===== src/rtl/fault_status_pkg.sv =====
package fault_status_pkg;

    // register map
    localparam logic [7:0] STATUS_ONE_ADDR = 8'h41;
    localparam logic [7:0] STATUS_TWO_ADDR = 8'h42;
    localparam logic [7:0] STATUS_RESET    = 8'h00;

    // status one bit positions
    localparam int S1_V25_BIT     = 0;
    localparam int S1_CORE_BIT    = 1;
    localparam int S1_V33_BIT     = 2;
    localparam int S1_V50_BIT     = 3;
    localparam int S1_ZONE1_BIT   = 4;
    localparam int S1_ZONE2_BIT   = 5;
    localparam int S1_ZONE3_BIT   = 6;
    localparam int S1_SUMMARY_BIT = 7;

    // status two bit positions
    localparam int S2_V12_BIT     = 0;
    localparam int S2_RSVD_BIT    = 1;
    localparam int S2_STALL_LSB   = 2;
    localparam int S2_DIODE1_BIT  = 6;
    localparam int S2_DIODE2_BIT  = 7;

    // measured supplies in status one, fan count and fan period count width
    localparam int NUM_SUPPLIES   = 4;
    localparam int NUM_FANS       = 4;
    localparam int TACH_WIDTH     = 16;

    typedef logic [7:0] byte_t;

endpackage


===== src/rtl/fault_bits_if.sv =====
`timescale 1ns/1ps
`default_nettype none
// raw fault conditions and the read-clear strobes, shared with the latch
interface fault_bits_if;
    logic [7:0] cond;
    logic       rd_clear;
    logic [7:0] status;
    modport src (output cond, output rd_clear, input status);
    modport lat (input cond, input rd_clear, output status);
endinterface
`default_nettype wire


===== src/rtl/sticky_byte.sv =====
`timescale 1ns/1ps
`default_nettype none
module sticky_byte
    import fault_status_pkg::*;
#(
    parameter byte_t KEEP_MASK = 8'hFF
) (
    // clock and reset
    input  wire logic   clk_i,
    input  wire logic   rst_n_i,
    // fault bits
    fault_bits_if.lat   bits
);
    byte_t status_reg;
    byte_t status_next;

    // set when present; a read clears only bits whose cause has gone
    assign status_next = ((bits.rd_clear ? (status_reg & bits.cond) : status_reg)
                          | bits.cond) & KEEP_MASK;

    // sticky storage
    always_ff @(posedge clk_i or negedge rst_n_i) begin
        if (!rst_n_i) begin
            status_reg <= STATUS_RESET;
        end else begin
            status_reg <= status_next;
        end
    end

    assign bits.status = status_reg;
endmodule
`default_nettype wire


===== src/rtl/fault_status_latch.sv =====
`timescale 1ns/1ps
`default_nettype none
// Behaviour
// - out-of-window measurement sets its status bit
// - supplies flag on at-or-below low, above high
// - bit4: remote one temp window, zone one
// - bit5: on-die temp window, zone two
// - bit6: remote two temp, zone three limits
// - bit7 reads one when any status-two bit
// - each fault latched independently
// - set bits hold until register read
// - read clears bits whose fault has gone
// - writes to status registers change nothing
// - 12V flags strictly below low, above high
// - fan stall when period count above minimum
// - diode one fault sets two.6, one.4
// - diode two fault sets two.7, one.6
// - temperature compares are signed eight-bit
module fault_status_latch
    import fault_status_pkg::*;
#(
    parameter int TW = TACH_WIDTH
) (
    // clock and reset
    input  wire logic                        ref_clk_i,
    input  wire logic                        nrst_i,
    // supply readings and limits, 2.5V, core, 3.3V, 5V
    input  wire logic [NUM_SUPPLIES-1:0][7:0] supply_val_i,
    input  wire logic [NUM_SUPPLIES-1:0][7:0] supply_low_i,
    input  wire logic [NUM_SUPPLIES-1:0][7:0] supply_high_i,
    // 12V reading and limits
    input  wire logic [7:0]                  v12_val_i,
    input  wire logic [7:0]                  v12_low_i,
    input  wire logic [7:0]                  v12_high_i,
    // temperatures and limits, signed
    input  wire logic [7:0]                  temp_one_i,
    input  wire logic [7:0]                  temp_die_i,
    input  wire logic [7:0]                  temp_two_i,
    input  wire logic [7:0]                  zone_one_low_i,
    input  wire logic [7:0]                  zone_one_high_i,
    input  wire logic [7:0]                  zone_two_low_i,
    input  wire logic [7:0]                  zone_two_high_i,
    input  wire logic [7:0]                  zone_three_low_i,
    input  wire logic [7:0]                  zone_three_high_i,
    // diode faults
    input  wire logic                        diode_one_fault_i,
    input  wire logic                        diode_two_fault_i,
    // fan period counts and minimum settings
    input  wire logic [NUM_FANS-1:0][TW-1:0] tach_count_i,
    input  wire logic [NUM_FANS-1:0][TW-1:0] tach_min_i,
    // register access
    input  wire logic [7:0]                  reg_addr_i,
    input  wire logic                        reg_rd_i,
    input  wire logic                        reg_wr_i,
    input  wire logic [7:0]                  reg_wdata_i,
    // read data
    output logic [7:0]                       reg_rdata_o,
    output logic                             reg_hit_o
);
    logic       rst_sync1_reg;
    logic       rst_sync2_reg;
    logic [7:0] rdata_reg;
    logic [7:0] rdata_next;
    logic       hit_reg;
    logic [NUM_SUPPLIES-1:0] supply_flag;
    logic [NUM_FANS-1:0]     stall_flag;
    logic zone_one_flag;
    logic zone_two_flag;
    logic zone_three_flag;
    logic v12_flag;
    logic rd_one;
    logic rd_two;
    logic sel_one;
    logic sel_two;
    byte_t status_one;
    byte_t status_two;

    fault_bits_if one_bits ();
    fault_bits_if two_bits ();

    // unsigned window with inclusive low edge
    function automatic logic out_incl(input logic [7:0] v, input logic [7:0] lo,
                                      input logic [7:0] hi);
        return (v <= lo) || (v > hi);
    endfunction

    // signed window with inclusive low edge
    function automatic logic out_signed(input logic [7:0] v, input logic [7:0] lo,
                                        input logic [7:0] hi);
        return ($signed(v) <= $signed(lo)) || ($signed(v) > $signed(hi));
    endfunction

    // reset release through two flops
    always_ff @(posedge ref_clk_i or negedge nrst_i) begin
        if (!nrst_i) begin
            rst_sync1_reg <= 1'b0;
            rst_sync2_reg <= 1'b0;
        end else begin
            rst_sync1_reg <= 1'b1;
            rst_sync2_reg <= rst_sync1_reg;
        end
    end

    // supply and fan comparisons
    genvar gi;
    generate
        for (gi = 0; gi < NUM_SUPPLIES; gi++) begin : g_sup
            assign supply_flag[gi] = out_incl(supply_val_i[gi], supply_low_i[gi],
                                              supply_high_i[gi]);
        end
        for (gi = 0; gi < NUM_FANS; gi++) begin : g_fan
            assign stall_flag[gi] = tach_count_i[gi] > tach_min_i[gi];
        end
    endgenerate

    // temperature zones and the strict 12V window
    assign zone_one_flag   = out_signed(temp_one_i, zone_one_low_i, zone_one_high_i)
                             | diode_one_fault_i;
    assign zone_two_flag   = out_signed(temp_die_i, zone_two_low_i, zone_two_high_i);
    assign zone_three_flag = out_signed(temp_two_i, zone_three_low_i, zone_three_high_i)
                             | diode_two_fault_i;
    assign v12_flag        = (v12_val_i < v12_low_i) || (v12_val_i > v12_high_i);

    // read decode; writes are never decoded into state
    assign sel_one = reg_addr_i == STATUS_ONE_ADDR;
    assign sel_two = reg_addr_i == STATUS_TWO_ADDR;
    assign rd_one  = reg_rd_i & sel_one;
    assign rd_two  = reg_rd_i & sel_two;

    // condition vector for status two
    assign two_bits.cond = {diode_two_fault_i, diode_one_fault_i,
                            stall_flag, 1'b0, v12_flag};
    assign two_bits.rd_clear = rd_two;

    // condition vector for status one, summary bit forced separately
    assign one_bits.cond = {1'b0, zone_three_flag, zone_two_flag, zone_one_flag,
                            supply_flag};
    assign one_bits.rd_clear = rd_one;

    sticky_byte #(
        .KEEP_MASK (8'h7F)
    ) u_one (
        .clk_i   (ref_clk_i),
        .rst_n_i (rst_sync2_reg),
        .bits    (one_bits)
    );

    sticky_byte #(
        .KEEP_MASK (8'hFD)
    ) u_two (
        .clk_i   (ref_clk_i),
        .rst_n_i (rst_sync2_reg),
        .bits    (two_bits)
    );

    // summary bit mirrors status two
    assign status_two = two_bits.status;
    assign status_one = {|status_two, one_bits.status[6:0]};

    // read data mux; other addresses keep the last data, writes ignored
    assign rdata_next = rd_one ? status_one :
                        rd_two ? status_two : rdata_reg;

    // read data register
    always_ff @(posedge ref_clk_i or negedge rst_sync2_reg) begin
        if (!rst_sync2_reg) begin
            rdata_reg <= STATUS_RESET;
            hit_reg   <= 1'b0;
        end else begin
            rdata_reg <= rdata_next;
            hit_reg   <= rd_one | rd_two;
        end
    end

    assign reg_rdata_o = rdata_reg;
    assign reg_hit_o   = hit_reg;

endmodule
`default_nettype wire


===== config.mk =====
export PLATFORM = sky130hd
export DESIGN_NAME = fault_status_latch
export DESIGN_NICKNAME = d
export VERILOG_FILES = /design/src/rtl/fault_status_pkg.sv /design/src/rtl/fault_bits_if.sv /design/src/rtl/sticky_byte.sv /design/src/rtl/fault_status_latch.sv
export SDC_FILE = /design/constraint.sdc
export NUM_CORES = 1
export LEC_CHECK = 0
export ABC_AREA = 1
export CORE_AREA = 5 5 135 137
export DETAILED_ROUTE_END_ITERATION = 7
export DIE_AREA = 0 0 140 142
export DONT_BUFFER_PORTS = 1
export SYNTH_ARGS = -nofsm -noshare
export SYNTH_HDL_FRONTEND = slang
export SYNTH_SLANG_ARGS = --single-unit

===== constraint.sdc =====
create_clock -name ref_clk_i -period 1.4 [get_ports ref_clk_i]
set_input_delay 0.07 -clock ref_clk_i [delete_from_list [all_inputs] [get_ports ref_clk_i]]
set_output_delay 0.07 -clock ref_clk_i [all_outputs]
set_load 0.01 [all_outputs]

==> results of run 1 <==
==> through the flow <==
| step | hold slack [ns] | instance area (sq um) | utilization [%] | cells | total power [mW] |
|---|---|---|---|---|---|
| global route | 0.0579 | 6450 | 38.1 | 1154 | 3.18 |
| floorplan | -0.226 | 6010 | - | 916 | 1.90 |
| detailed placement | -0.225 | 6330 | 37.4 | 1147 | 2.18 |
| finish | 0.0492 | 6450 | 38.1 | 1154 | 2.81 |
| CTS | 0.0473 | 6440 | 38.0 | 1154 | 2.88 |
| global placement | -0.225 | 6330 | 37.4 | 1147 | 2.16 |
==> worst paths after layout <==
path / endpoint / from
max in group asynchronous: reg_hit_o / rst_sync2_reg
max reg2reg: reg_rdata_o[7] / u_two.bits.status[3]
min: rst_sync2_reg / nrst_i
min in group ref_clk_i: reg_hit_o / reg_addr_i[0]
min reg2reg: u_two.bits.status[0] / rst_sync2_reg
max: reg_rdata_o[7] / u_two.bits.status[3]
==> worst reg2reg max path, cell delays in order (launching register included) <==
cell and delay [ns]:
dfrtp_1 0.43, nor4_2 0.37, nand2_1 0.09, nand2_1 0.08
o211ai_2 0.07
==> layout make-up <==
cell class / count / area [sq um]
fill: 1885 / 10500
multi-input combinational: 651 / 4480
inverter: 239 / 900
sequential: 25 / 626
tap: 225 / 282
timing repair buffer: 10 / 82.6
clock buffer: 4 / 78.8
==> cell usage after synthesis <==
cell      number
a211oi_1       1
conb_1         1
nand3_2        1
buf_6          1
nor2_2         3
nand3b_1       1
nand4_1        8
nor2_1        61
inv_1        238
nor3b_1        1
nand3_1       25
a21o_1         2
o21a_1         8
ha_1         191
nand2_4        1
o21ai_1       12
nor2_4         1
dfrtp_1       25
nand2_1      208
nor4_1         5
o211ai_1       4
nor3_1         1
a21oi_1       87
and2_1         1
o21ai_0       20
o21bai_1       3
o211ai_2       1
a22oi_2        3
inv_4          1
nand2_2        1
==> report_power, final <==
group	switching [mW]	internal, mW
Sequential	0.0533	0.759
Clock	0.268	0.390
Combinational	0.751	0.594
==> cell families after synthesis <==
kind of cell / Yosys count
compound gates: 141
fa+ha+maj: 191
buf+inv: 240
flops: 25
other cells: 1
simple gates: 318
==> repair_timing <==
action	CTS	global route
buffers inserted	0	0
setup endpoints to repair	0	1
hold endpoints to repair	4	0
hold buffers	3	0
gates resized for setup	0	1
==> routing by layer <==
metal / part of all wire [%] / track usage, %
met1: 43 / 17.9
met2: 49 / 27.0
met5: 0 / 0
met4: 1.4 / 2.45
met3: 6.4 / 2.89
==> metrics.cfg, run 1 <==
[run_status]
status=complete, no violations

[setup_path]
worst_path_max_delay_cell=dfrtp_1
reg2reg_depth=4
worstPathArrival_ns=1.28
path_max_fanout=3
critPathKind=flip-flop to flip-flop
path_cells=nor4_2, nand2_1, nand2_1, o211ai_2
crit_top_cell=nand2_1
worst_setup_path_end_kind=flip-flop
r2r_slack_ns=0.26
slowest_delay_ns=0.43
cp_top_family=simple AND/OR/NAND/NOR gates
crit_buf_inv=0
cp-start-kind=flip-flop
cp_num_cells=4
cp.required_ns=1.54

[timing]
finalSetupTns_ns=0
min_period_ns=1.14
hold_violations=0
setup_viol=0
fin_ws_ns=0.256
layout_worst_path_cycle_share_pct=81.7
skew_ns=0.00378
rsz0062_at_grt=no
slew_viol_final=0
fmaxAchievable_mhz=874

[route]
drc_errors=0
wire_per_inst_um=13.6
drt-initial-drc-count=90
via_per_inst=4.66
routed_wl_um=15700
ant_nets=0
dr.pass1.iters=4
vias=5376

[placed_design]
port_buffers=0
dp_hpwl_um=14800
place_congestion=0.848
pre_cts_slack_ns=0.0227

[floorplan]
start_util_pct=35.5
die_area_sq_um=19900
core_area_sq_um=16900
ios=351
die_x_um=140
rows=48
dieHeight_um=142

[pwr]
power.leakage_nw=4.02
peakVddDrop_uv=362
power_density_nw_per_um2=437

[grt]
grt_overflow=0
antenna_found_initial=0
grt_pass1_vias=5269
global_route.usage.total_pct=14.6
grt_pass1_wl_um=24400
grt_max_degree=24

[synthesis]
synth_fa_ha_area_share_pct=39.8
yosys.area_share.simple_pct=21.6
post-synth-top-area-cell=ha_1
syn-num-nets=1449
synth-seq-area-share_pct=10.4
synthXorXnorAreaFrac_pct=0
yosys.area.top_type_share_pct=39.8
synth_top_family_by_area=adder cells
synth.area.mux_share_pct=0
ys_ff_latch=25
syn_area_sq_um=6010
synthTopCellsByArea=ha_1, inv_1, nand2_1
synth_cell_type_count=30
synth_warnings=0
netlist_instances=916
synth_compound_area_share_pct=13.0
post_synth.cell_area_avg_sq_um=6.56

[cts]
clkLatencyLatePin_ns=0.26
cts_max_path_buffers=2
cts_buffers=3
clock_sinks=25
clockRootBuffer=clkbuf_16
tritoncts=built
htreeDepth=1
clk_pin_slew_worst_paths_ns=0.07

[finish]
n_antenna_cell=0
nets=1463
drive_gt1_share_pct=2.48
layout_common_cells=inv_1, nand2_1, ha_1
syn2layout_area_growth_pct=7.29
largest_reg_flops=8
layout_commonest_cell=inv_1

[hold_path]
hold_class=input pin to async pin

[run]
cap_violations=0

No activity file was read; power rests on OpenSTA's default activity.
==> inputs of run 2 (changes only) <==
Settings changed: ABC_AREA 1 to 0, CORE_AREA 5 5 135 137 to 5 5 132 134, DIE_AREA 0 0 140 142 to 0 0 137 139.
Clock period 1.4 ns to 0.9 ns, I/O delays scaled along.
==> metrics.cfg, run 2 <==
[route]
drc_errors=0  ; unchanged
routed_wl_um=17000  ; +8.7%
via_per_inst=5.11  ; +9.6%
ant_nets=0  ; unchanged
vias=5297  ; -1.5%
wire_per_inst_um=16.4  ; +21%
drt-initial-drc-count=144  ; +60%
dr.pass1.iters=4  ; unchanged

[synthesis]
synth-seq-area-share_pct=10.9  ; +0.48 points
ys_ff_latch=25  ; unchanged
async_reset_ff_share_pct=100  ; unchanged
synth_warnings=0  ; unchanged
yosys.area.top_type_share_pct=41.6  ; +1.8 points
ys_top_cells_by_count=inv_1, ha_1, a21oi_1
post-synth-top-area-cell=ha_1
syn-num-nets=1266  ; -13%
post_synth.cell_area_avg_sq_um=7.84  ; +20%
synthTopCellsByArea=ha_1, inv_1, dfrtp_1
synth_most_common_cell=inv_1
synth_cell_type_count=46  ; +53%
synth-edff-count=0  ; unchanged
syn_area_sq_um=5750  ; -4.4%
synth_flop_cell=dfrtp_1
netlist_instances=733  ; -20%

[timing]
min_period_ns=1.66
hold_violations=0  ; unchanged
slew_headroom_pct=65.0
rsz0062_at_grt=yes
skew_ns=0.00124  ; -0.00253 ns
fmaxAchievable_mhz=603
slew_viol_final=0  ; unchanged
finalSetupTns_ns=-10.96  ; -10.96 ns
layout_worst_path_cycle_share_pct=184
fin_ws_ns=-0.758  ; -1.01 ns
holdWs_ns=0.0163  ; -0.0329 ns
tightest_slew_ns=0.512
setup_viol=23  ; +23

[setup_path]
worstPathArrival_ns=1.79  ; +0.51 ns
cp_top_family=simple AND/OR/NAND/NOR gates
path_cells=or4b_4, or4_4, a221o_1, a211oi_2, o211ai_1
slowest_delay_ns=0.57  ; +0.14 ns
cp.required_ns=1.03  ; -0.51 ns
cp-start-kind=input pin
critPathKind=input pin to flip-flop
crit_buf_inv=0  ; unchanged
worst_path_max_delay_cell=or4b_4
worst_setup_path_end_kind=flip-flop
path_max_fanout=6  ; +3

[run]
cap_violations=0  ; unchanged

[pwr]
power.leakage_nw=4.01  ; -0.32%
peakVddDrop_uv=573  ; +58%
power_density_nw_per_um2=672  ; +54%

[cts]
cts_max_path_buffers=2  ; unchanged
cts_buffers=3  ; unchanged
clockRootBuffer=clkbuf_16
clkLatencyLatePin_ns=0.26  ; about the same
clk_pin_slew_worst_paths_ns=0.07  ; about the same
clock_sinks=25  ; unchanged
htreeDepth=1  ; unchanged
tritoncts=built

[run_status]
status=finished with violations
violations=setup timing

[placed_design]
dp_hpwl_um=16100  ; +8.3%
placed_area_sq_um=6570  ; +3.8%
place_congestion=0.872  ; +2.9%
port_buffers=0  ; unchanged
place_inst=1025  ; -11%

[floorplan]
start_util_pct=35.5  ; +0.053 points
ios=351  ; unchanged
rows=47  ; -2.1%
die_area_sq_um=19000  ; -4.2%
dieHeight_um=139  ; -2.1%
die_x_um=137  ; -2.1%
core_area_sq_um=16200  ; -4.5%

[finish]
seqCellArea_sq_um=626  ; unchanged
layout_common_cells=inv_1, ha_1, buf_4
layout_commonest_cell=inv_1
instances_no_fill=1037  ; -10%
drive_gt1_share_pct=12.0  ; +9.5 points
largest_reg_flops=8  ; unchanged
fill_cells=1659  ; -12%
multiInputGateArea_sq_um=4420  ; -1.3%
syn2layout_area_growth_pct=18.5
nets=1351  ; -7.7%
n_antenna_cell=0  ; unchanged
finalInstanceArea_sq_um=6810  ; +5.6%

[grt]
grt_max_degree=15  ; -38%
grt_overflow=0  ; unchanged
antenna_found_initial=0  ; unchanged
grt_pass1_vias=5705  ; +8.3%
grt_pass1_wl_um=26800  ; +9.9%
global_route.usage.total_pct=17.2  ; +2.5 points

[hold_path]
hold_class=input pin to async pin

run 2: final cells by class:
class / count / share of cell area (%)
inverter: 202 / 11.1
timing repair buffer: 83 / 9.48
tap: 220 / 4.04
sequential: 25 / 9.19
clock buffer: 3 / 1.10
clock inverter: 1 / 0.0735
multi-input combinational: 503 / 65.0
run 2: cell families after synthesis:
group	count (synthesis)	share of synthesized area (%)
other	1	0.0652
AND/OR/NAND/NOR	140	13.5
flip-flops	25	10.9
adder cells (fa/ha/maj)	191	41.6
buffers and inverters	205	13.5
AO/OA/AOI/OAI	165	19.4
multiplexers	6	1.04
run 2: final timing paths:
path	from	end	slack, ns	cells after the start
setup / recovery	reg_addr_i[5]	u_one.bits.status[6]	-0.76	5
setup reg to reg	u_two.bits.status[5]	reg_rdata_o[7]	-0.60	4
min in group ref_clk_i	reg_addr_i[2]	reg_hit_o	0.03	2
max in group asynchronous	rst_sync2_reg	reg_rdata_o[6]	0.51	1
hold reg to reg	rst_sync2_reg	u_one.bits.status[1]	0.21	1
hold / removal	nrst_i	rst_sync2_reg	0.02	1
run 2: timing repair:
action / CTS / global route
pin swaps: 3 / 4
resized for setup: 13 / 6
setup buffers: 2 / 3
hold buffers: 3 / 0
endpoints found under the setup margin: 23 / 23
hold endpoints to repair: 4 / 0
run 2: worst register-to-register path, delay by kind of cell, from the launching register on:
kind | cells | cell delay [ns]
flops | 1 | 0.40
simple gates | 2 | 0.78
compound gates | 2 | 0.21
run 2: metrics by stage:
stage / setup slack [ns] / utilization, % / power (mW)
global route: -0.781 / 42.1 / 5.13
floorplan: -0.964 / - / 2.80
CTS: -0.743 / 41.8 / 4.69
finish: -0.758 / 42.1 / 4.58
global placement: -1.03 / 40.6 / 3.52
detailed placement: -1.07 / 40.6 / 3.55
run 2: power breakdown:
| group | switching (mW) | total, mW | internal (mW) | leakage, nW |
|---|---|---|---|---|
| Sequential | 0.0322 | 1.21 | 1.18 | 0.267 |
| Combinational | 1.15 | 2.33 | 1.18 | 3.70 |
| Clock | 0.436 | 1.04 | 0.600 | 0.0409 |
run 2: metal layers:
metal	track usage [%]	wire length, um
met1	18.8	6570
met2	31.7	8530
met3	5.59	1590
met4	3.94	342
met5	0	0
==> inputs of run 3 (changes only) <==
Settings changed: CELL_PAD_IN_SITES_DETAIL_PLACEMENT from default to 2, CELL_PAD_IN_SITES_GLOBAL_PLACEMENT from default to 2, CORE_AREA 5 5 132 134 to default, CORE_MARGIN from default to 5, CORE_UTILIZATION from default to 31, DIE_AREA 0 0 137 139 to default, PLACE_DENSITY_LB_ADDON from default to 0.1.
==> metrics.cfg, run 3 (synthesis results as in run 2) <==
[run_status]
status=finished with violations
violations=setup timing

[timing]
hold_violations=0  ; unchanged
slew_viol_final=0  ; unchanged
slew_headroom_pct=57.9  ; -7.0 points
tightest_slew_ns=0.615  ; +0.103 ns
finalSetupTns_ns=-9.33  ; +1.62 ns
min_period_ns=1.55  ; -0.112 ns
fin_ws_ns=-0.646  ; +0.112 ns
rsz0062_at_grt=yes
layout_worst_path_cycle_share_pct=172  ; -12 points
setup_viol=23  ; unchanged
skew_ns=0.00270  ; +0.00146 ns
fmaxAchievable_mhz=647  ; +7.2%

[finish]
drive_gt1_share_pct=16.9  ; +4.9 points
instances_no_fill=1051  ; +1.4%
layout_commonest_cell=inv_1
largest_reg_flops=8  ; unchanged
syn2layout_area_growth_pct=23.9
layout_common_cells=inv_1, ha_1, buf_4
nets=1356  ; +0.37%
n_antenna_cell=0  ; unchanged

[grt]
antenna_found_initial=0  ; unchanged
global_route.usage.total_pct=19.1  ; +1.9 points
grt_busiest_layer=met2
grt_pass1_vias=6783  ; +19%
grt_max_degree=24  ; +9
grt_overflow=0  ; unchanged
met1_usage_pct=18.9  ; +0.12 points
grt_use_met2_pct=39.4  ; +7.7 points
met3_usage_pct=5.45  ; -0.13 points
grt_pass1_wl_um=33600  ; +25%

[route]
wire_per_inst_um=20.4  ; +24%
dr.pass1.iters=4  ; unchanged
vias=5656  ; +6.8%
via_per_inst=5.38  ; +5.4%
routed_wl_um=21500  ; +26%
ant_nets=0  ; unchanged
drt-initial-drc-count=76  ; -47%
drc_errors=0  ; unchanged

[pwr]
power_density_nw_per_um2=701  ; +4.2%
peakVddDrop_uv=608  ; +6.0%
report.power.total_mw=4.99  ; +9.0%
power.leakage_nw=4.03  ; +0.53%

[cts]
htreeDepth=1  ; unchanged
tritoncts=built
clk_pin_slew_worst_paths_ns=0.07  ; about the same
clockRootBuffer=clkbuf_16
cts_max_path_buffers=2  ; unchanged
clkLatencyLatePin_ns=0.27  ; about the same
clock_sinks=25  ; unchanged
cts_buffers=3  ; unchanged

[floorplan]
core_area_sq_um=18100  ; +12%
ios=351  ; unchanged
die_area_sq_um=21400  ; +12%
start_util_pct=31.8  ; -3.8 points
rows=49  ; +4.3%
die_x_um=146  ; +6.7%
dieHeight_um=146  ; +5.2%

[setup_path]
worstPathArrival_ns=1.69  ; -0.10 ns
worst_setup_path_end_kind=flip-flop
critPathKind=input pin to flip-flop
path_cells=or4b_4, or4_4, a221o_1, a211oi_2, o211ai_1
crit_buf_inv=0  ; unchanged
worst_path_max_delay_cell=or4b_4
cp_top_family=simple AND/OR/NAND/NOR gates
cp-start-kind=input pin
path_max_fanout=5  ; -1
slowest_delay_ns=0.53  ; -0.04 ns
cp.required_ns=1.04  ; about the same

[placed_design]
place_congestion=0.852  ; -2.3%
pre_cts_slack_ns=-0.994  ; +0.0785 ns
dp_hpwl_um=20100  ; +25%
port_buffers=0  ; unchanged
place_inst=1040  ; +1.5%

[run]
cap_violations=0  ; unchanged

[hold_path]
hold_class=input pin to flip-flop

## run 3: changes by cell type in the layout (fill, tap and decap cells not counted), moves of 4 or more
| cell | previous run | this run |
|---|---|---|
| inv_1 | 202 | 194 |
| a221oi_1 | 7 | 0 |
| ha_1 | 191 | 176 |
| and2_1 | 5 | 1 |
| ha_4 | 0 | 14 |
| and2_4 | 0 | 4 |
| buf_4 | 76 | 80 |
| a221oi_2 | 3 | 10 |
| inv_2 | 0 | 7 |
## run 3: final timing paths
path                                       from              endpoint  slack (ns)  cells after the start
min in group asynchronous         rst_sync2_reg  u_one.bits.status[1]        0.22                      1
setup reg to reg           u_two.bits.status[6]        reg_rdata_o[7]       -0.55                      4
max in group asynchronous                nrst_i         rst_sync1_reg        0.24                      2
hold / removal                    reg_addr_i[2]             reg_hit_o        0.03                      2
hold reg to reg                   rst_sync2_reg  u_one.bits.status[1]        0.22                      1
setup / recovery                  reg_addr_i[5]  u_one.bits.status[6]       -0.65                      5
## run 3: repair_timing
action                                  in CTS  in global routing
pin swaps                                   12                 20
buffers inserted                             0                  3
gates resized for setup                     32                 24
endpoints found under the setup margin      23                 23
hold buffers                                 4                  0
hold endpoints to repair                     4                  0
## run 3: cell type report
class                   instances  area (sq um)
flip-flops and latches         25           626
well taps                     229           287
repair buffers                 88           703
fillers                      2096         11000
clock buffers                   3          75.1
inverters                     202           761
multi-input cells             503          4660
clock inverters                 1          7.51
## run 3: report_power, final
group | internal [mW] | switching, mW
Sequential | 1.18 | 0.0374
Combinational | 1.37 | 1.33
Clock | 0.606 | 0.467
## run 3: worst reg2reg max path, cell delays in order, from the launching register on
cell and delay (ns):
dfrtp_1 0.39, or4_4 0.57, nor4_4 0.13, a21oi_1 0.07
o22a_1 0.18
## run 3: metrics by stage
step	hold slack [ns]	instance area, sq um	utilization [%]
2_1_floorplan	-0.251	5750	-
3_3_place_gp	-0.251	6660	36.8
3_5_place_dp	-0.251	6660	36.8
4_1_cts	0.00805	6970	38.5
5_1_grt	0.0304	7120	39.4
6_report	0.0282	7120	39.4
## run 3: layer usage
metal | wire length, um | part of all wire, % | up-vias
li1 | - | - | 2750
met1 | 7800 | 36 | 2685
met2 | 11900 | 56 | 197
met3 | 1360 | 6.3 | 24
met4 | 379 | 1.8 | 0
met5 | 0 | 0 | -
